$ cat src/verilog/uart_rx_pkg.sv
// Operation
// - four-byte receive fifo; a fifth byte keeps shifting while the fifo is full.
// - fifth byte completing on full fifo sets overrun, fifo kept, shifter overwritten.
// - overrun raises the uart interrupt only when rx interrupt enable is set.
// - overrun clears only after status read followed by data buffer read.
// - oversampled noise sets noise flag with rx available; word still stored, no interrupt.
// - noise flag clears only after status read followed by data buffer read.
// - framing flag set when a stop bit samples low; both stop bits checked in two-stop mode.
// - framing flag recorded with the received word and cleared by any reset.
// - parity flag set on wrong parity, only when parity is enabled; reset clears it.
// - low pulse requests attention on any of the six uart conditions.
// - transmitter conditions have own enables; three receiver conditions share one.
// - status flags read-only; cleared only by defined access sequences.
// - with address detect, data-available interrupt only when top received bit is high.
// - without address detect, data-available interrupt on each stored word that brings the fifo count to the trigger level or above.
// - address detect interrupt has no flag and needs address detect enabled.
// - clock off with wake, uart, rx and rx interrupt enables set: rx fall wakes.
// - wake-up becomes an interrupt only with global and uart enables set.
// - rx data ignored during clock recovery; wake interrupt delayed until it ends.
// - clock stop freezes transfers and keeps receiver state; register access and wake logic still act.
// - rx available clears after status access followed by a data buffer read that takes the last fifo word.
// - break is a framing error; zeros loaded; wait for valid stop before next start.
package uart_rx_pkg;
  localparam logic [2:0] status_offset = 3'h0;
  localparam logic [2:0] ctrl_one_offset = 3'h1;
  localparam logic [2:0] ctrl_two_offset = 3'h2;
  localparam logic [2:0] data_offset = 3'h3;
  localparam logic [2:0] count_offset = 3'h4;
  localparam logic [2:0] recover_offset = 3'h5;
  // status bit positions
  localparam int st_parity = 0;
  localparam int st_noise = 1;
  localparam int st_overrun = 2;
  localparam int st_framing = 3;
  localparam int st_rx_avail = 4;
  localparam int st_rx_idle = 5;
  // control one: uart enable, nine bit, parity enable, parity type(2), two stop bits
  localparam int c1_uart_en = 7;
  localparam int c1_nine = 6;
  localparam int c1_par_en = 5;
  localparam int c1_par_type = 3;
  localparam int c1_two_stop = 2;
  localparam int c1_rx8 = 1;
  // control two: rx enable, addr detect, wake, rx int, tx empty int, tx idle int, trig level
  localparam int c2_rx_en = 7;
  localparam int c2_addr = 6;
  localparam int c2_wake = 5;
  localparam int c2_rx_int = 4;
  localparam int c2_te_int = 3;
  localparam int c2_ti_int = 2;
  localparam int c2_trig = 0;
  localparam logic [7:0] ctrl_reset = 8'h00;
  localparam logic [15:0] divisor_reset = 16'h000f;
  localparam logic [7:0] recover_reset = 8'h10;
  localparam logic [3:0] oversample = 4'hf;
  localparam logic [3:0] mid_sample = 4'h7;
  localparam int fifo_depth = 4;
  typedef enum logic [2:0] {rx_hunt, rx_start, rx_data, rx_parity, rx_stop, rx_break} rx_state_t;
endpackage : uart_rx_pkg

$ cat src/verilog/uart_rx_error_irq_wake.sv
`timescale 1ns/1ps
module uart_rx_error_irq_wake #(
  parameter int depth = 4
) (
  input wire logic clk,
  input wire logic rst,
  input wire logic clk_on,
  input wire logic rx_pin,
  input wire logic [2:0] addr,
  input wire logic [7:0] wdata,
  input wire logic wr_stb,
  input wire logic rd_stb,
  input wire logic tx_empty,
  input wire logic tx_idle,
  input wire logic global_int_enable,
  input wire logic uart_int_enable,
  output logic [7:0] rdata,
  output logic uart_irq_n,
  output logic wake_req
);
  // rx synchroniser: change counts when second and third stage agree
  logic [2:0] rx_sync_reg;
  logic rx_level_reg;
  logic rx_prev_reg;
  always_ff @(posedge clk or posedge rst) begin
    if (rst) begin
      rx_sync_reg <= 3'h7;
      rx_level_reg <= 1'b1;
      rx_prev_reg <= 1'b1;
    end else begin
      rx_sync_reg <= {rx_sync_reg[1:0], rx_pin};
      if (rx_sync_reg[1] == rx_sync_reg[2]) begin
        rx_level_reg <= rx_sync_reg[2];
      end
      rx_prev_reg <= rx_level_reg;
    end
  end
  wire rx_fall = rx_prev_reg & ~rx_level_reg;

  logic [7:0] ctrl_one_reg;
  logic [7:0] ctrl_two_reg;
  logic [7:0] recover_reg;
  logic status_seen_reg;
  // receiver state holds while the uart clock is off; register writes, reads and the wake logic still act
  wire run = clk_on;
  wire rd_status = rd_stb & (addr == uart_rx_pkg::status_offset);
  wire rd_data = rd_stb & (addr == uart_rx_pkg::data_offset);
  wire clear_seq = rd_data & status_seen_reg;

  always_ff @(posedge clk or posedge rst) begin
    if (rst) begin
      ctrl_one_reg <= uart_rx_pkg::ctrl_reset;
      ctrl_two_reg <= uart_rx_pkg::ctrl_reset;
      recover_reg <= uart_rx_pkg::recover_reset;
    end else if (wr_stb) begin
      case (addr)
        uart_rx_pkg::ctrl_one_offset: ctrl_one_reg <= {wdata[7:2], ctrl_one_reg[1], wdata[0]};
        uart_rx_pkg::ctrl_two_offset: ctrl_two_reg <= wdata;
        uart_rx_pkg::recover_offset: recover_reg <= wdata;
        default: ;
      endcase
    end
  end

  always_ff @(posedge clk or posedge rst) begin
    if (rst) begin
      status_seen_reg <= 1'b0;
    end else if (rd_status) begin
      status_seen_reg <= 1'b1;
    end else if (rd_data) begin
      status_seen_reg <= 1'b0;
    end
  end

  wire uart_en = ctrl_one_reg[uart_rx_pkg::c1_uart_en];
  wire nine = ctrl_one_reg[uart_rx_pkg::c1_nine];
  wire par_en = ctrl_one_reg[uart_rx_pkg::c1_par_en];
  wire [1:0] par_type = ctrl_one_reg[uart_rx_pkg::c1_par_type +: 2];
  wire two_stop = ctrl_one_reg[uart_rx_pkg::c1_two_stop];
  wire rx_en = ctrl_two_reg[uart_rx_pkg::c2_rx_en];
  wire addr_det = ctrl_two_reg[uart_rx_pkg::c2_addr];
  wire wake_en = ctrl_two_reg[uart_rx_pkg::c2_wake];
  wire rx_int = ctrl_two_reg[uart_rx_pkg::c2_rx_int];

  // wake-up and clock recovery window
  logic [7:0] recover_cnt_reg;
  logic wake_pend_reg;
  always_ff @(posedge clk or posedge rst) begin
    if (rst) begin
      wake_req <= 1'b0;
      wake_pend_reg <= 1'b0;
      recover_cnt_reg <= 8'h00;
    end else if (!clk_on) begin
      if (rx_fall && wake_en && uart_en && rx_en && rx_int) begin
        wake_req <= 1'b1;
        wake_pend_reg <= 1'b1;
      end
      recover_cnt_reg <= recover_reg;
    end else begin
      wake_req <= 1'b0;
      if (recover_cnt_reg != 8'h00) begin
        recover_cnt_reg <= recover_cnt_reg - 8'h01;
      end else begin
        wake_pend_reg <= 1'b0;
      end
    end
  end
  // rx ignored while recovering
  wire recovering = wake_pend_reg & (recover_cnt_reg != 8'h00);

  // oversampling receiver with 16x tick
  logic [3:0] tick_cnt_reg;
  logic [3:0] phase_reg;
  logic [3:0] bit_cnt_reg;
  logic [8:0] shift_reg;
  logic par_reg;
  logic noise_reg;
  logic stop_bad_reg;
  logic stop_two_reg;
  logic [2:0] maj_reg;
  uart_rx_pkg::rx_state_t state_reg;
  logic done_pulse;
  wire tick = run & (tick_cnt_reg == uart_rx_pkg::oversample);
  // three samples around mid bit, majority decides
  wire [2:0] samp_next = {maj_reg[1:0], rx_level_reg};
  wire maj = (samp_next[0] & samp_next[1]) | (samp_next[1] & samp_next[2])
           | (samp_next[0] & samp_next[2]);
  wire mixed = ~(&samp_next) & (|samp_next);
  wire at_mid = tick & (phase_reg == uart_rx_pkg::mid_sample);
  wire bit_end = tick & (phase_reg == uart_rx_pkg::oversample);
  wire [3:0] nbits = nine ? 4'h9 : 4'h8;
  wire par_calc = (^shift_reg[7:0]) ^ (nine & shift_reg[8]);
  logic par_bad;
  always_comb begin
    case (par_type)
      2'h0: par_bad = par_reg != par_calc;
      2'h1: par_bad = par_reg != ~par_calc;
      2'h2: par_bad = par_reg != 1'b1;
      default: par_bad = par_reg != 1'b0;
    endcase
  end

  always_ff @(posedge clk or posedge rst) begin
    if (rst) begin
      tick_cnt_reg <= 4'h0;
    end else if (run) begin
      tick_cnt_reg <= tick_cnt_reg + 4'h1;
    end
  end

  always_ff @(posedge clk or posedge rst) begin
    if (rst) begin
      state_reg <= uart_rx_pkg::rx_hunt;
      phase_reg <= 4'h0;
      bit_cnt_reg <= 4'h0;
      shift_reg <= 9'h000;
      par_reg <= 1'b0;
      noise_reg <= 1'b0;
      stop_bad_reg <= 1'b0;
      stop_two_reg <= 1'b0;
      maj_reg <= 3'h7;
      done_pulse <= 1'b0;
    end else if (run) begin // frozen while the clock is off
      done_pulse <= 1'b0;
      if (tick) begin
        phase_reg <= phase_reg + 4'h1;
        maj_reg <= samp_next;
      end
      case (state_reg)
        uart_rx_pkg::rx_hunt: begin
          if (tick && uart_en && rx_en && !recovering && !rx_level_reg) begin
            state_reg <= uart_rx_pkg::rx_start;
            phase_reg <= 4'h1;
            noise_reg <= 1'b0;
            stop_bad_reg <= 1'b0;
            stop_two_reg <= 1'b0;
            bit_cnt_reg <= 4'h0;
            shift_reg <= 9'h000;
          end
        end
        uart_rx_pkg::rx_start: begin
          if (at_mid && (maj || mixed)) begin
            state_reg <= uart_rx_pkg::rx_hunt;
          end else if (bit_end) begin
            state_reg <= uart_rx_pkg::rx_data;
          end
        end
        uart_rx_pkg::rx_data: begin
          if (at_mid) begin
            shift_reg <= nine ? {maj, shift_reg[8:1]} : {1'b0, maj, shift_reg[7:1]}; // lsb first
            bit_cnt_reg <= bit_cnt_reg + 4'h1;
            if (mixed) begin
              noise_reg <= 1'b1;
            end
          end
          if (bit_end && bit_cnt_reg == nbits) begin
            state_reg <= par_en ? uart_rx_pkg::rx_parity : uart_rx_pkg::rx_stop;
          end
        end
        uart_rx_pkg::rx_parity: begin
          if (at_mid) begin
            par_reg <= maj;
            if (mixed) begin
              noise_reg <= 1'b1;
            end
          end
          if (bit_end) begin
            state_reg <= uart_rx_pkg::rx_stop;
          end
        end
        uart_rx_pkg::rx_stop: begin
          if (at_mid) begin
            if (!maj) begin
              stop_bad_reg <= 1'b1;
            end
            if (mixed) begin
              noise_reg <= 1'b1;
            end
            if (two_stop && !stop_two_reg) begin
              stop_two_reg <= 1'b1;
            end else begin
              done_pulse <= 1'b1;
              // a low final stop waits for the line to go high; a still-low line is no start
              state_reg <= !maj ? uart_rx_pkg::rx_break : uart_rx_pkg::rx_hunt;
            end
          end
        end
        uart_rx_pkg::rx_break: begin
          if (rx_level_reg) begin
            state_reg <= uart_rx_pkg::rx_hunt;
          end
        end
        default: state_reg <= uart_rx_pkg::rx_hunt;
      endcase
    end
  end

  // fifo holds word, framing and parity alongside each entry
  logic [10:0] fifo_mem [depth];
  logic [$clog2(depth):0] count_reg;
  logic [$clog2(depth)-1:0] wptr_reg;
  logic [$clog2(depth)-1:0] rptr_reg;
  wire full = count_reg == ($clog2(depth)+1)'(depth);
  wire empty = count_reg == '0;
  // done_pulse holds while frozen, so gate it or a stopped clock pushes the word again
  wire done_run = run & done_pulse;
  wire push = done_run & ~full;
  wire pop = clear_seq & ~empty;
  wire par_err_now = par_en & par_bad;
  always_ff @(posedge clk) begin
    if (push) begin
      fifo_mem[wptr_reg] <= {par_err_now, stop_bad_reg, shift_reg};
    end
  end
  always_ff @(posedge clk or posedge rst) begin
    if (rst) begin
      count_reg <= '0;
      wptr_reg <= '0;
      rptr_reg <= '0;
    end else begin
      if (push) begin
        wptr_reg <= wptr_reg + 1'b1;
      end
      if (pop) begin
        rptr_reg <= rptr_reg + 1'b1;
      end
      if (push && !pop) begin
        count_reg <= count_reg + 1'b1;
      end else if (pop && !push) begin
        count_reg <= count_reg - 1'b1;
      end
    end
  end
  wire [10:0] head = fifo_mem[rptr_reg];

  // sticky receive flags, set wins over clear
  logic overrun_flag;
  logic noise_flag;
  logic rx_avail_flag;
  always_ff @(posedge clk or posedge rst) begin
    if (rst) begin
      overrun_flag <= 1'b0;
      noise_flag <= 1'b0;
    end else begin
      if (done_run && full) begin
        overrun_flag <= 1'b1; // fifo untouched, shifter reused
      end else if (clear_seq) begin
        overrun_flag <= 1'b0;
      end
      if (push && noise_reg) begin
        noise_flag <= 1'b1;
      end else if (clear_seq) begin
        noise_flag <= 1'b0;
      end
    end
  end
  // available follows fifo occupancy; drops once the last word is taken
  always_ff @(posedge clk or posedge rst) begin
    if (rst) begin
      rx_avail_flag <= 1'b0;
    end else begin
      rx_avail_flag <= push | (count_reg > ($clog2(depth)+1)'(pop));
    end
  end
  wire framing_flag = ~empty & head[9];
  wire parity_flag = ~empty & head[10];
  wire rx_idle = (state_reg == uart_rx_pkg::rx_hunt);

  // interrupt conditions
  wire [2:0] trig = ($clog2(depth)+1)'(ctrl_two_reg[uart_rx_pkg::c2_trig +: 2]) + 3'h1;
  wire top_bit = nine ? shift_reg[8] : shift_reg[7];
  wire rx_evt = push & (count_reg + 3'h1 >= trig) & (!addr_det || top_bit);
  wire addr_evt = push & addr_det & top_bit;
  wire over_evt = done_run & full;
  wire rx_group = rx_int & (rx_evt | addr_evt | over_evt);
  wire tx_group = (ctrl_two_reg[uart_rx_pkg::c2_te_int] & tx_empty)
                | (ctrl_two_reg[uart_rx_pkg::c2_ti_int] & tx_idle);
  // wake interrupt delayed until recovery ends, then raised only if the core enables are set in that cycle
  logic wake_irq_due_reg;
  always_ff @(posedge clk or posedge rst) begin
    if (rst) begin
      wake_irq_due_reg <= 1'b0;
    end else if (wake_pend_reg && clk_on && recover_cnt_reg == 8'h00) begin
      wake_irq_due_reg <= global_int_enable & uart_int_enable;
    end else begin
      wake_irq_due_reg <= 1'b0;
    end
  end
  logic tx_group_prev_reg;
  always_ff @(posedge clk or posedge rst) begin
    if (rst) begin
      uart_irq_n <= 1'b1;
      tx_group_prev_reg <= 1'b0;
    end else begin
      // a transmitter edge seen while frozen is held until the clock returns
      if (run) begin
        tx_group_prev_reg <= tx_group;
      end
      // one-cycle low pulse per event
      uart_irq_n <= ~(run & (rx_group | (tx_group & ~tx_group_prev_reg) | wake_irq_due_reg));
    end
  end

  always_ff @(posedge clk or posedge rst) begin
    if (rst) begin
      rdata <= 8'h00;
    end else if (rd_stb) begin
      case (addr)
        uart_rx_pkg::status_offset: rdata <= {2'h0, rx_idle, rx_avail_flag, framing_flag,
                                              overrun_flag, noise_flag, parity_flag};
        uart_rx_pkg::ctrl_one_offset: rdata <= {ctrl_one_reg[7:2], head[8] & ~empty,
                                                ctrl_one_reg[0]};
        uart_rx_pkg::ctrl_two_offset: rdata <= ctrl_two_reg;
        uart_rx_pkg::data_offset: rdata <= empty ? 8'h00 : head[7:0];
        uart_rx_pkg::count_offset: rdata <= {5'h00, count_reg};
        uart_rx_pkg::recover_offset: rdata <= recover_reg;
        default: rdata <= 8'h00;
      endcase
    end else begin
      rdata <= 8'h00;
    end
  end
endmodule : uart_rx_error_irq_wake

$ cat config.mk
export PLATFORM = sky130hd
export DESIGN_NAME = uart_rx_error_irq_wake
export DESIGN_NICKNAME = d
export VERILOG_FILES = /design/src/verilog/uart_rx_pkg.sv /design/src/verilog/uart_rx_error_irq_wake.sv
export SDC_FILE = /design/constraint.sdc
export NUM_CORES = 1
export LEC_CHECK = 0
export BUFFER_PORTS_ARGS = -buffer_cell sky130_fd_sc_hd__buf_2
export CORE_MARGIN = 5
export CORE_UTILIZATION = 30
export CTS_BUF_LIST = sky130_fd_sc_hd__clkbuf_16
export CTS_CLUSTER_DIAMETER = 60
export DETAILED_ROUTE_END_ITERATION = 12
export PLACE_DENSITY = 0.54
export SLEW_MARGIN = 25
export SYNTH_ARGS = -nofsm -noshare
export SYNTH_HDL_FRONTEND = slang
export SYNTH_SLANG_ARGS = --single-unit
export TNS_END_PERCENT = 100
$ cat constraint.sdc
create_clock -name clk -period 6.8 [get_ports clk]
set_input_delay 0.34 -clock clk [delete_from_list [all_inputs] [get_ports clk]]
set_output_delay 0.34 -clock clk [all_outputs]
set_load 0.02 [all_outputs]
### Word level (Yosys, flattened, before mapping)

Memories as Yosys holds them, arrays and structs flattened.
Index checks and enable logic that the tools add are counted.

* memories kept: 1
* bits in read-only memories: 0
* register bits: 91
* memory bits (writable): 44
* bits in latches: 0
* output and inout bits: 10
* logic and storage cells: 235

* shift-type cells: 0
* add/subtract/negate cells: 9
* divide/modulo/power cells: 0
* muxes and demuxes: 56
* equality and inequality tests: 34
* bitwise operators: 48
* magnitude comparators: 2
* $mul: 0
* reduce and logical (&&, ||, !) cells: 54

Memory list
* fifo_mem: depth 4, width 11, read ports 1, clocked after Yosys merged registers in 0, write ports 1, RTL line uart_rx_error_irq_wake.sv:239 `logic [10:0] fifo_mem [depth];`

Operator list (count)
* 8-bit case mux with 6 select lines: 1
* 3-bit two-way mux: 12
* 8-bit two-way mux: 4
* 1-bit AND: 31
* 9-bit two-way mux: 3
* 1-bit two-way mux: 24
* 4-bit two-way mux: 5
* 2-bit != test (second input constant): 9
* 3-bit case mux with 6 select lines: 1
* 9-bit case mux with 2 select lines: 1
* 1-bit logical AND: 17
* 2-bit nonzero test: 8
* 3-bit == test (second input constant): 5
* 5-bit AND reduction: 3
* 4-bit by 1-bit adder with 4-bit output (second input constant): 3
* 3-bit by 2-bit == test with 1-bit output (second input constant): 4
* 2-bit AND reduction: 5
* 3-bit logical NOT: 3
* 4-bit == test (second input constant): 2
* 8-bit logical NOT: 1
* 2-bit by 1-bit != test with 1-bit output (second input constant): 4
* 1-bit NOT: 8
* 1-bit OR: 8
* 4-bit case mux with 2 select lines: 1
* other kinds (27): 40

### Longest topological paths before layout

Gate-level depths: netlist (run 1).

* word-level depth: 12
* gate-level depth with buffers: 9
* gate-level depth less buffers: 9

### Least setup slack after synthesis (run 1)

Ideal clock, no wire load.

* kind: flip-flop to flip-flop
* start point: register recover_cnt_reg[0]
* end point: register state_reg[0]
* slack: 4.622 ns
* clock period less this slack: 2.178 ns
* path buffers: 0
* required time: 6.675 ns
* setup time: 0.125 ns
* cell stages (with the launch flop): 9
* data arrival time: 2.053 ns
* path through: dfrtp_1 -> inv_1 -> ha_1 -> or3b_2 -> o21ai_4 -> a32oi_2 -> a31oi_2 -> o21a_4 -> mux2_4

* cells in the longest elaborated chain, start to end: 7

Ends and longest elaborated chain
* from (decl): RTL line uart_rx_error_irq_wake.sv:86 `logic [7:0] recover_cnt_reg;`
* from (signal assigned): RTL line uart_rx_error_irq_wake.sv:98 `recover_cnt_reg <= recover_reg;`
* from (signal assigned): RTL line uart_rx_error_irq_wake.sv:102 `recover_cnt_reg <= recover_cnt_reg - 8'h01;`
* 8-bit nonzero test: RTL line uart_rx_error_irq_wake.sv:109 `wire recovering = wake_pend_reg & (recover_cnt_reg != 8'h00);`
* 1-bit AND: RTL line uart_rx_error_irq_wake.sv:109
* 1-bit logical NOT: RTL line uart_rx_error_irq_wake.sv:171 `if (tick && uart_en && rx_en && !recovering && !rx_level_reg) begin`
* 1-bit logical AND (2 in series): RTL line uart_rx_error_irq_wake.sv:171
* 2-bit by 1-bit != test with 1-bit output (no source line)
* 8-bit AND reduction (no source line)
* to (signal assigned): RTL line uart_rx_error_irq_wake.sv:172 `state_reg <= uart_rx_pkg::rx_start;`
* to (signal assigned): RTL line uart_rx_error_irq_wake.sv:183 `state_reg <= uart_rx_pkg::rx_hunt;`
* to (signal assigned): RTL line uart_rx_error_irq_wake.sv:185 `state_reg <= uart_rx_pkg::rx_data;`
* to (decl): RTL line uart_rx_error_irq_wake.sv:121 `uart_rx_pkg::rx_state_t state_reg;`

Every way passes these cells.
A chain may end at the register's enable or synchronous reset.

### Worst setup path in the final report (run 1)

* start point: register tick_cnt_reg[0]
* end point: register bit_cnt_reg[2]

* cells in the longest elaborated chain, start to end: 8

Ends and longest elaborated chain
* from (decl): RTL line uart_rx_error_irq_wake.sv:112 `logic [3:0] tick_cnt_reg;`
* from (signal assigned): RTL line uart_rx_error_irq_wake.sv:147 `tick_cnt_reg <= tick_cnt_reg + 4'h1;`
* 4-bit == test *: RTL line uart_rx_error_irq_wake.sv:123 `wire tick = run & (tick_cnt_reg == uart_rx_pkg::oversample);`
* 1-bit AND *: RTL line uart_rx_error_irq_wake.sv:123
* 1-bit logical AND (4 in series): RTL line uart_rx_error_irq_wake.sv:171
* 2-bit by 1-bit != test with 1-bit output (no source line)
* 4-bit AND reduction (no source line) *
* to (signal assigned): RTL line uart_rx_error_irq_wake.sv:191 `bit_cnt_reg <= bit_cnt_reg + 4'h1;`
* to (decl): RTL line uart_rx_error_irq_wake.sv:114 `logic [3:0] bit_cnt_reg;`

Every way passes the cells marked *; elsewhere a longest branch is shown, timed or not.

==> reports/results.ini, run 1 <==
[pwr]
powerDensity_nw_per_um2 = 354
power_frac_clock_pct = 37.1
share_comb_of_total_power_pct = 19.5
design_power_total_mw = 2.56
seqPwrFrac_pct = 43.5
p_switching_mw = 0.779
switching_share_pct = 30.4
worst_ir_drop_vdd_mv = 0.153
p_leak_nw = 3.02
internal_power_mw = 1.79

[clocking]
cts_sinks = 135
h-tree-depth = 4
cts_made_buffers = 17
postCtsSetupRepairBufs = 0
cts.clk_slew.worst_paths_ps = 60
cts-root-buf = clkbuf_16
cts_tree = done
clk_latency_ps = 420
ctsHoldBuffers = 1
ctsResizeCount = 0
cts_max_path_buffers = 2

[sta]
drv_slew = 0
worst_hold_slack_ps = 162
period_needed_ps = 2660
setup_viol = 0
relSlewSlack_pct = 43.7
period_share_pct = 39.1
tightest_slew_ps = 841
max_freq_mhz = 376
hold_viol = 0
fin_setup_tns_ps = 0
rsz0062_at_grt = no
skew_ps = 9.07

[detailed_routing]
antenna_left = 0
drt_first_pass_iters = 4
vias = 3932
drt_iter0_drc = 298
drc = 0
wl_per_cell_um = 16.7
routed_wirelength_mm = 13.4
routed_via_density = 4.91

[synth]
synth_nets = 525
syn_area_um2 = 6240
avgSynthCellArea_um2 = 12.8
ys_seq_area_share_pct = 57.9
synthCells = 486
synth_area_leaders = dfrtp_1 (33%), edfxtp_1 (21%), mux2_2 (5.6%)
yosysWarnings = 0
ys_seq_elements = 135
yosysTopAreaCell = dfrtp_1
ys_types = 60
async_flop_share_pct = 67.4
synth_edf_count = 44
synth_ff_type = dfrtp_1
synth_top_area_share_pct = 32.9

[worst_setup_path]
cp-end-kind = flop
worst-setup-path-type = reg -> reg
startpoint_type = flop
arrival_ps = 2950
crit_path_max_fanout = 15
required_ps = 7090

[global_route]
grt_pass1_wl_mm = 22.0
gr-usage-all-layers_pct = 11.8
grt_max_degree = 66
antenna_found_initial = 0
grt_pass1_vias = 4075
grt_overflow = 0

[die]
ioPinCount = 31
initial_core_util_pct = 30.6
num_rows = 52
core-area_um2 = 20400
die-area_um2 = 23800
dieWidth_um = 154
die_h_um = 154

[outcome]
status = complete, no violations

[final_layout]
final_cells = 801
n_antenna_cell = 0
postLayoutCoreUtil_pct = 35.6
num-nets-final = 557
drive_above_1_share_pct = 23.5
syn_to_final_growth_pct = 16.2
largest_register_ffs = 44

[place]
hpwl_mm = 9.62
dp_cells = 767
gp_congestion = 0.812
numPortBuffers = 30

[worst_hold_path]
hp-class = in -> reg

[job]
drv_cap = 0

## metal layers
layer,track usage (%),up-vias,wire (um)
met3,3.69,13,526
met4,3.15,0,134
li1,-,1853,-
met2,18.1,81,6120
met5,0,-,0
met1,16.3,1985,6590
## cells by family (layout without fill, tap and decap cells)
| family | Yosys count | after routing | synth area share, % |
|---|---|---|---|
| flip-flops | 135 | 135 | 57.9 |
| AND/OR/NAND/NOR | 127 | 127 | 9.91 |
| multiplexers | 51 | 51 | 11.4 |
| XOR/XNOR | 26 | 26 | 3.65 |
| buffers and inverters | 37 | 82 | 2.95 |
| AO/OA/AOI/OAI | 91 | 91 | 10.5 |
| adder cells (fa/ha/maj) | 19 | 19 | 3.77 |
## path summary, 6_finish.rpt
path | from | end | slack [ps] | cells after the start
min | wdata[1] | recover_reg[1] | 160 | 2
max | tick_cnt_reg[0] | bit_cnt_reg[2] | 4140 | 7
max reg2reg | tick_cnt_reg[0] | bit_cnt_reg[2] | 4140 | 7
min reg2reg | rx_sync_reg[0] | rx_sync_reg[1] | 360 | 0
max in group asynchronous | rst | tick_cnt_reg[0] | 5150 | 4
min in group asynchronous | rst | state_reg[2] | 460 | 3
## metrics by stage
| stage | setup WS [ps] | area, um2 |
|---|---|---|
| finish | 4140 | 7250 |
| CTS | 4110 | 7240 |
| global route | 3830 | 7250 |
| global placement | 3890 | 6620 |
| floorplan | 4110 | 6240 |
| detailed placement | 3800 | 6620 |
## power by group through the flow
stage               logic (mW)  clock network [mW]  registers [mW]
floorplan                0.441                   0            1.05
finish                   0.499               0.951            1.11
global placement         0.489                   0            1.13
CTS                      0.504               0.971            1.12
detailed placement       0.501                   0            1.13
global route             0.559                1.01            1.14
## critical path, stage by stage (launching register included)
cell      delay (ps)
dfrtp_1          370
ha_1             170
and4_1           470
nand4b_1         280
nor2_1           710
o21bai_4         220
o21ai_0          200
o21ai_0          100
## layout by cell type, fill, tap and decap left out, types with 3 or more instances in the layout
cell and instances:
a31oi_1 6, inv_6 5, mux4_2 12, nand3_1 5, nor2b_1 9, nor2_1 42, nand4_1 6, nand2b_1 4
mux2i_1 6, and3_1 3, nor3_1 5, inv_1 17, xor2_1 11, ha_1 18, buf_2 30, and2_1 7
o21ai_0 20, a22o_1 12, a221oi_1 4, mux2_2 31, clkbuf_16 17, bufinv_16 3, dfrtp_1 82, a21oi_1 15
nand2_1 33, dfstp_2 9, xnor2_1 15, a22oi_1 7, edfxtp_1 44
## final cells by class
| type | instances | area [um2] |
|---|---|---|
| Fill cell | 1944 | 13100 |
| Sequential cell | 135 | 3610 |
| Clock inverter | 15 | 189 |
| Inverter | 17 | 65.1 |
| Timing Repair Buffer | 33 | 178 |
| Tap cell | 270 | 338 |
| Clock buffer | 17 | 425 |
| Multi-Input combinational cell | 314 | 2440 |
## synth_stat cells (all sizes together), types with 8 or more instances
| cell type | n |
|---|---|
| dfstp | 9 |
| mux4 | 12 |
| clkbuf | 12 |
| edfxtp | 44 |
| dfrtp | 82 |
| nand2 | 33 |
| mux2 | 33 |
| a22o | 12 |
| nor2 | 42 |
| nor2b | 9 |
| a21oi | 15 |
| o21ai | 23 |
| buf | 8 |
| ha | 18 |
| inv | 17 |
| xnor2 | 15 |
| xor2 | 11 |
Power figures use the tool's default switching activity.
==> run 2: changes to the inputs <==
PLACE_DENSITY = 0.55   (was 0.54)
clock period = 2.32 ns   (was 6.8 ns; I/O delays follow)
==> run 2 against run 1 <==
  * Utilization increased by 1.3 points
  * Clock-buffer cell count unchanged
  * Design area increased by 3.7%
  * Global-route usage increased by 0.61 points
  * Setup slack got worse by 4000 ps
  * Critical path type unchanged
==> reports/results.ini, run 2 (same netlist as run 1, synthesis figures left out) <==
[pwr]
powerDensity_nw_per_um2 = 1010  ; +190%
design_power_total_mw = 7.62  ; +200%
p_leak_nw = 3.15  ; +4.5%
worst_ir_drop_vdd_mv = 0.421  ; +180%

[die]
core-area_um2 = 20400  ; unchanged
initial_core_util_pct = 30.6  ; unchanged
die_h_um = 154  ; unchanged
die-area_um2 = 23800  ; unchanged
ioPinCount = 31  ; unchanged
num_rows = 52  ; unchanged
dieWidth_um = 154  ; unchanged

[sta]
max_freq_mhz = 449  ; +19%
fin_setup_tns_ps = 0  ; unchanged
skew_ps = 8.44  ; -0.636 ps
setup_viol = 0  ; unchanged
hold_viol = 0  ; unchanged
period_needed_ps = 2230  ; -434 ps
worst_hold_slack_ps = 20.2  ; -142 ps
drv_slew = 0  ; unchanged
tightest_slew_ps = 807  ; -34.0 ps
period_share_pct = 96.0  ; +57 points
relSlewSlack_pct = 46.1  ; +2.4 points

[worst_hold_path]
hp-class = in -> reg

[final_layout]
fill_cells = 1972  ; +1.4%
num-nets-final = 586  ; +5.2%
layout_common_cells = dfrtp_1 (82), edfxtp_1 (44), nor2_1 (42)
largest_register_ffs = 44  ; unchanged
postLayoutCoreUtil_pct = 36.9  ; +1.3 points
layout_commonest_cell = dfrtp_1
syn_to_final_growth_pct = 20.5
n_antenna_cell = 0  ; unchanged
drive_above_1_share_pct = 26.1  ; +2.5 points
final_cells = 830  ; +3.6%

[global_route]
grt_max_degree = 41  ; -38%
antenna_found_initial = 0  ; unchanged
grt_pass1_wl_mm = 23.3  ; +6.3%
gr-usage-all-layers_pct = 12.4  ; +0.61 points
grt_pass1_vias = 4265  ; +4.7%
grt_overflow = 0  ; unchanged

[clocking]
cts_tree = done
cts.clk_slew.worst_paths_ps = 60  ; about the same
cts-root-buf = clkbuf_16
cts_max_path_buffers = 2  ; unchanged
h-tree-depth = 4  ; unchanged
cts_sinks = 135  ; unchanged
clk_latency_ps = 420  ; about the same
cts_made_buffers = 17  ; unchanged

[place]
hpwl_mm = 10.0  ; +4.1%
dp_cells = 784  ; +2.2%
numPortBuffers = 30  ; unchanged
gp_congestion = 0.834  ; +2.7%

[detailed_routing]
antenna_left = 0  ; unchanged
routed_via_density = 4.86  ; -1.1%
drt_first_pass_iters = 4  ; unchanged
drc = 0  ; unchanged
routed_wirelength_mm = 14.1  ; +5.1%
wl_per_cell_um = 16.9  ; +1.4%
vias = 4030  ; +2.5%
drt_iter0_drc = 311  ; +4.4%

[worst_setup_path]
r2r_slack_ps = 90  ; -4050 ps
crit_path_max_fanout = 3  ; -12
required_ps = 2620  ; -4470 ps
startpoint_type = flop
arrival_ps = 2520  ; -430 ps
worst-setup-path-type = reg -> reg
cp-end-kind = flop

[outcome]
status = complete, no violations

[job]
drv_cap = 0  ; unchanged

run 2: changes by cell type in the layout (fill, tap and decap cells not counted), sizes merged:
cell         delta
buf            +20
dlygate4sd3     +9
inv             -3
clkinvlp        +2
clkinv          +1
run 2: routing by layer:
layer	vias to the layer above	wire (um)	GRT usage, %
li1	1909	-	-
met1	2049	6670	17.1
met2	63	6790	19.6
met3	9	479	3.21
met4	0	109	3.36
met5	-	0	0
run 2: timing repair:
| action | in CTS | in global routing |
|---|---|---|
| endpoints found under the hold margin | 50 | 0 |
| hold buffers | 11 | 0 |
| endpoints found under the setup margin | 2 | 8 |
| pin swaps | 0 | 2 |
| setup buffers | 1 | 2 |
| resized for setup | 0 | 3 |
run 2: layout make-up:
class	count	area [um2]	area share, %
multi-input combinational	314	2460	32.7
tap	270	338	4.49
clock inverter	15	175	2.33
inverter	17	67.6	0.899
clock buffer	17	425	5.66
sequential	135	3610	48.0
timing repair buffer	62	443	5.89
run 2: path summary, 6_finish.rpt:
kind	from	end	cells after the start
worst max-delay path	recover_cnt_reg[1]	state_reg[0]	8
worst min-delay path	rd_stb	rdata[6]	2
worst max register to register	recover_cnt_reg[1]	state_reg[0]	8
worst min register to register	rx_sync_reg[0]	rx_sync_reg[1]	0
max in group asynchronous	rst	rx_prev_reg	4
min in group asynchronous	rst	count_reg[2]	3
run 2: metrics by stage:
stage,setup WS [ps],cell area [um2]
5_1_grt,-14.6,7520
3_5_place_dp,18.7,6770
2_1_floorplan,142,6240
3_3_place_gp,68.4,6770
4_1_cts,2.66,7490
6_report,93.2,7520
run 2: where the power goes:
part           total (mW)  internal (mW)  switching, mW
registers            3.18           2.79          0.388
clock network        2.74           1.69           1.05
logic                1.69          0.828          0.861
total                7.62           5.32           2.30
run 2: worst max-delay path: stages, from the launching register on:
cell and delay [ps]:
dfrtp_1 400, inv_1 120, ha_4 150, or3b_4 400, o21ai_4 200, a32oi_2 160
a31oi_2 210, o21a_4 180, mux2_4 290
==> run 3: changes to the inputs <==
BUFFER_PORTS_ARGS = default   (was -buffer_cell sky130_fd_sc_hd__buf_2)
CELL_PAD_IN_SITES_DETAIL_PLACEMENT = 0   (was default)
CELL_PAD_IN_SITES_GLOBAL_PLACEMENT = 1   (was default)
DONT_BUFFER_PORTS = 1   (was default)
PLACE_DENSITY = 0.61   (was 0.55)
==> run 3 against run 2 <==
  * Clock power decreased by 4%
  * Die area unchanged
  * Sequential cell count unchanged
  * Fmax increased by 0.15%
  * Non-clock buffer count decreased by 20
  * Combinational power decreased by 4%
  * Clock-buffer cell count unchanged
==> reports/results.ini, run 3 (same netlist as run 1, synthesis figures left out) <==
[outcome]
status = complete, no violations

[die]
core-area_um2 = 20400  ; unchanged
num_rows = 52  ; unchanged
dieWidth_um = 154  ; unchanged
die-area_um2 = 23800  ; unchanged
die_h_um = 154  ; unchanged
ioPinCount = 31  ; unchanged
initial_core_util_pct = 30.6  ; unchanged

[pwr]
powerDensity_nw_per_um2 = 1010  ; -0.65%
internal_power_mw = 5.20  ; -2.2%
seqPwrFrac_pct = 43.2  ; +1.4 points
power_frac_clock_pct = 35.1  ; -0.9 points
p_leak_nw = 3.03  ; -3.9%
design_power_total_mw = 7.47  ; -1.9%
worst_ir_drop_vdd_mv = 0.338  ; -20%
share_comb_of_total_power_pct = 21.7  ; -0.5 points
switching_share_pct = 30.5  ; +0.28 points
p_switching_mw = 2.28  ; -0.94%

[worst_setup_path]
crit_path_max_fanout = 4  ; +1
slowest_delay_ps = 400  ; about the same
startpoint_type = flop
worst-setup-path-type = reg -> reg
critPathSlowestCell = or3b_4
cp-end-kind = flop
arrival_ps = 2520  ; about the same
required_ps = 2620  ; about the same
path_cells = inv_1 > ha_4 > or3b_4 > o21ai_4 > a32oi_2 > a31oi_2 > o21a_4 > mux2_4

[detailed_routing]
wl_per_cell_um = 17.9  ; +5.6%
antenna_left = 0  ; unchanged
drt_iter0_drc = 221  ; -29%
vias = 4023  ; -0.17%
routed_wirelength_mm = 14.5  ; +3.1%
drt_first_pass_iters = 4  ; unchanged
routed_via_density = 4.97  ; +2.3%
drc = 0  ; unchanged

[sta]
max_freq_mhz = 450  ; +0.15%
tightest_slew_ps = 511  ; -296 ps
setup_viol = 0  ; unchanged
relSlewSlack_pct = 65.9  ; +20 points
period_share_pct = 95.8  ; -0.15 points
hold_viol = 0  ; unchanged
skew_ps = 9.04  ; +0.606 ps
period_needed_ps = 2220  ; -3.42 ps
drv_slew = 0  ; unchanged

[final_layout]
layout_commonest_cell = dfrtp_1
num-nets-final = 566  ; -3.4%
syn_to_final_growth_pct = 19.1
fin_area_um2 = 7430  ; -1.2%
final_cells = 810  ; -2.4%
layout_common_cells = dfrtp_1 (82), edfxtp_1 (44), nor2_1 (42)
n_antenna_cell = 0  ; unchanged
fill_cells = 1978  ; +0.30%
largest_register_ffs = 44  ; unchanged
drive_above_1_share_pct = 22.2  ; -3.8 points

[global_route]
gr-usage-all-layers_pct = 12.9  ; +0.52 points
grt_pass1_wl_mm = 23.9  ; +2.4%
grt_max_degree = 92  ; +120%
grt_overflow = 0  ; unchanged
grt_pass1_vias = 4193  ; -1.7%
antenna_found_initial = 1  ; +1

[clocking]
cts.clk_slew.worst_paths_ps = 60  ; about the same
cts_made_buffers = 17  ; unchanged
cts-root-buf = clkbuf_16
cts_max_path_buffers = 2  ; unchanged
clk_latency_ps = 420  ; about the same
h-tree-depth = 4  ; unchanged
cts_sinks = 135  ; unchanged
cts_tree = done

[place]
gp_congestion = 0.775  ; -7.0%
dp_cells = 757  ; -3.4%
hpwl_mm = 10.2  ; +2.1%
dpl_cell_area_um2 = 6630  ; -2.1%
numPortBuffers = 0  ; -100%

[worst_hold_path]
hp-class = in -> reg

[job]
drv_cap = 0  ; unchanged

-- run 3: repair_timing --
| action | 4_1_cts | 5_1_grt |
|---|---|---|
| gates cloned | 0 | 0 |
| setup buffers | 1 | 0 |
| hold buffers | 20 | 0 |
| endpoints found under the hold margin | 136 | 0 |
| endpoints found under the setup margin | 2 | 2 |
| pin swaps | 0 | 2 |
| resized for setup | 1 | 3 |
-- run 3: power groups by stage --
stage / sequential, mW / clock [mW] / combinational, mW
2_1_floorplan: 3.08 / 0 / 1.29
3_3_place_gp: 3.25 / 0 / 1.52
3_5_place_dp: 3.27 / 0 / 1.57
4_1_cts: 3.23 / 2.69 / 1.63
5_1_grt: 3.29 / 2.79 / 1.85
6_report: 3.23 / 2.62 / 1.62
-- run 3: final timing paths --
kind | cells after the start | startpoint | slack, ps | to
worst min register to register | 0 | rx_sync_reg[0] | 360 | rx_sync_reg[1]
min in group asynchronous | 3 | rst | 320 | tick_cnt_reg[0]
worst max register to register | 8 | recover_cnt_reg[0] | 100 | state_reg[0]
max in group asynchronous | 3 | rst | 1610 | recover_reg[4]
worst min-delay path | 3 | addr[2] | 10 | rdata[4]
worst max-delay path | 8 | recover_cnt_reg[0] | 100 | state_reg[0]
-- run 3: final cells by class --
type / instances / area, um2 / area share, %
well taps: 270 / 338 / 4.55
multi-input cells: 314 / 2460 / 33.1
repair buffers: 42 / 373 / 5.02
clock inverters: 15 / 154 / 2.07
inverters: 17 / 67.6 / 0.910
clock buffers: 17 / 425 / 5.73
flip-flops and latches: 135 / 3610 / 48.6
-- run 3: critical path: cells and delay by family (launching register included) --
family	cells	cell delay, ps
DFF	1	380
muxes	1	290
adders and majority gates	1	160
and+or+nand+nor	1	400
buffers and inverters	1	110
AOI/OAI and AO/OA	4	760
-- run 3: routing by layer --
metal	vias up	wire [um]	track usage, %
li1	1863	-	-
met1	2071	6600	17.1
met2	65	7060	20.7
met3	22	563	3.41
met4	2	254	4.46
met5	-	7	0
-- run 3: metrics by stage --
step                      worst slack [ps]  hold slack, ps  setup TNS [ps]  util (%)
after floorplan                        142             120               0         -
after global placement                51.8             121               0      32.6
after detailed placement             -9.37             121           -13.5      32.6
after CTS                             27.1            1.76               0      36.4
after global routing                 -5.10            19.5           -5.10      36.5
final                                 96.6            14.5               0      36.5
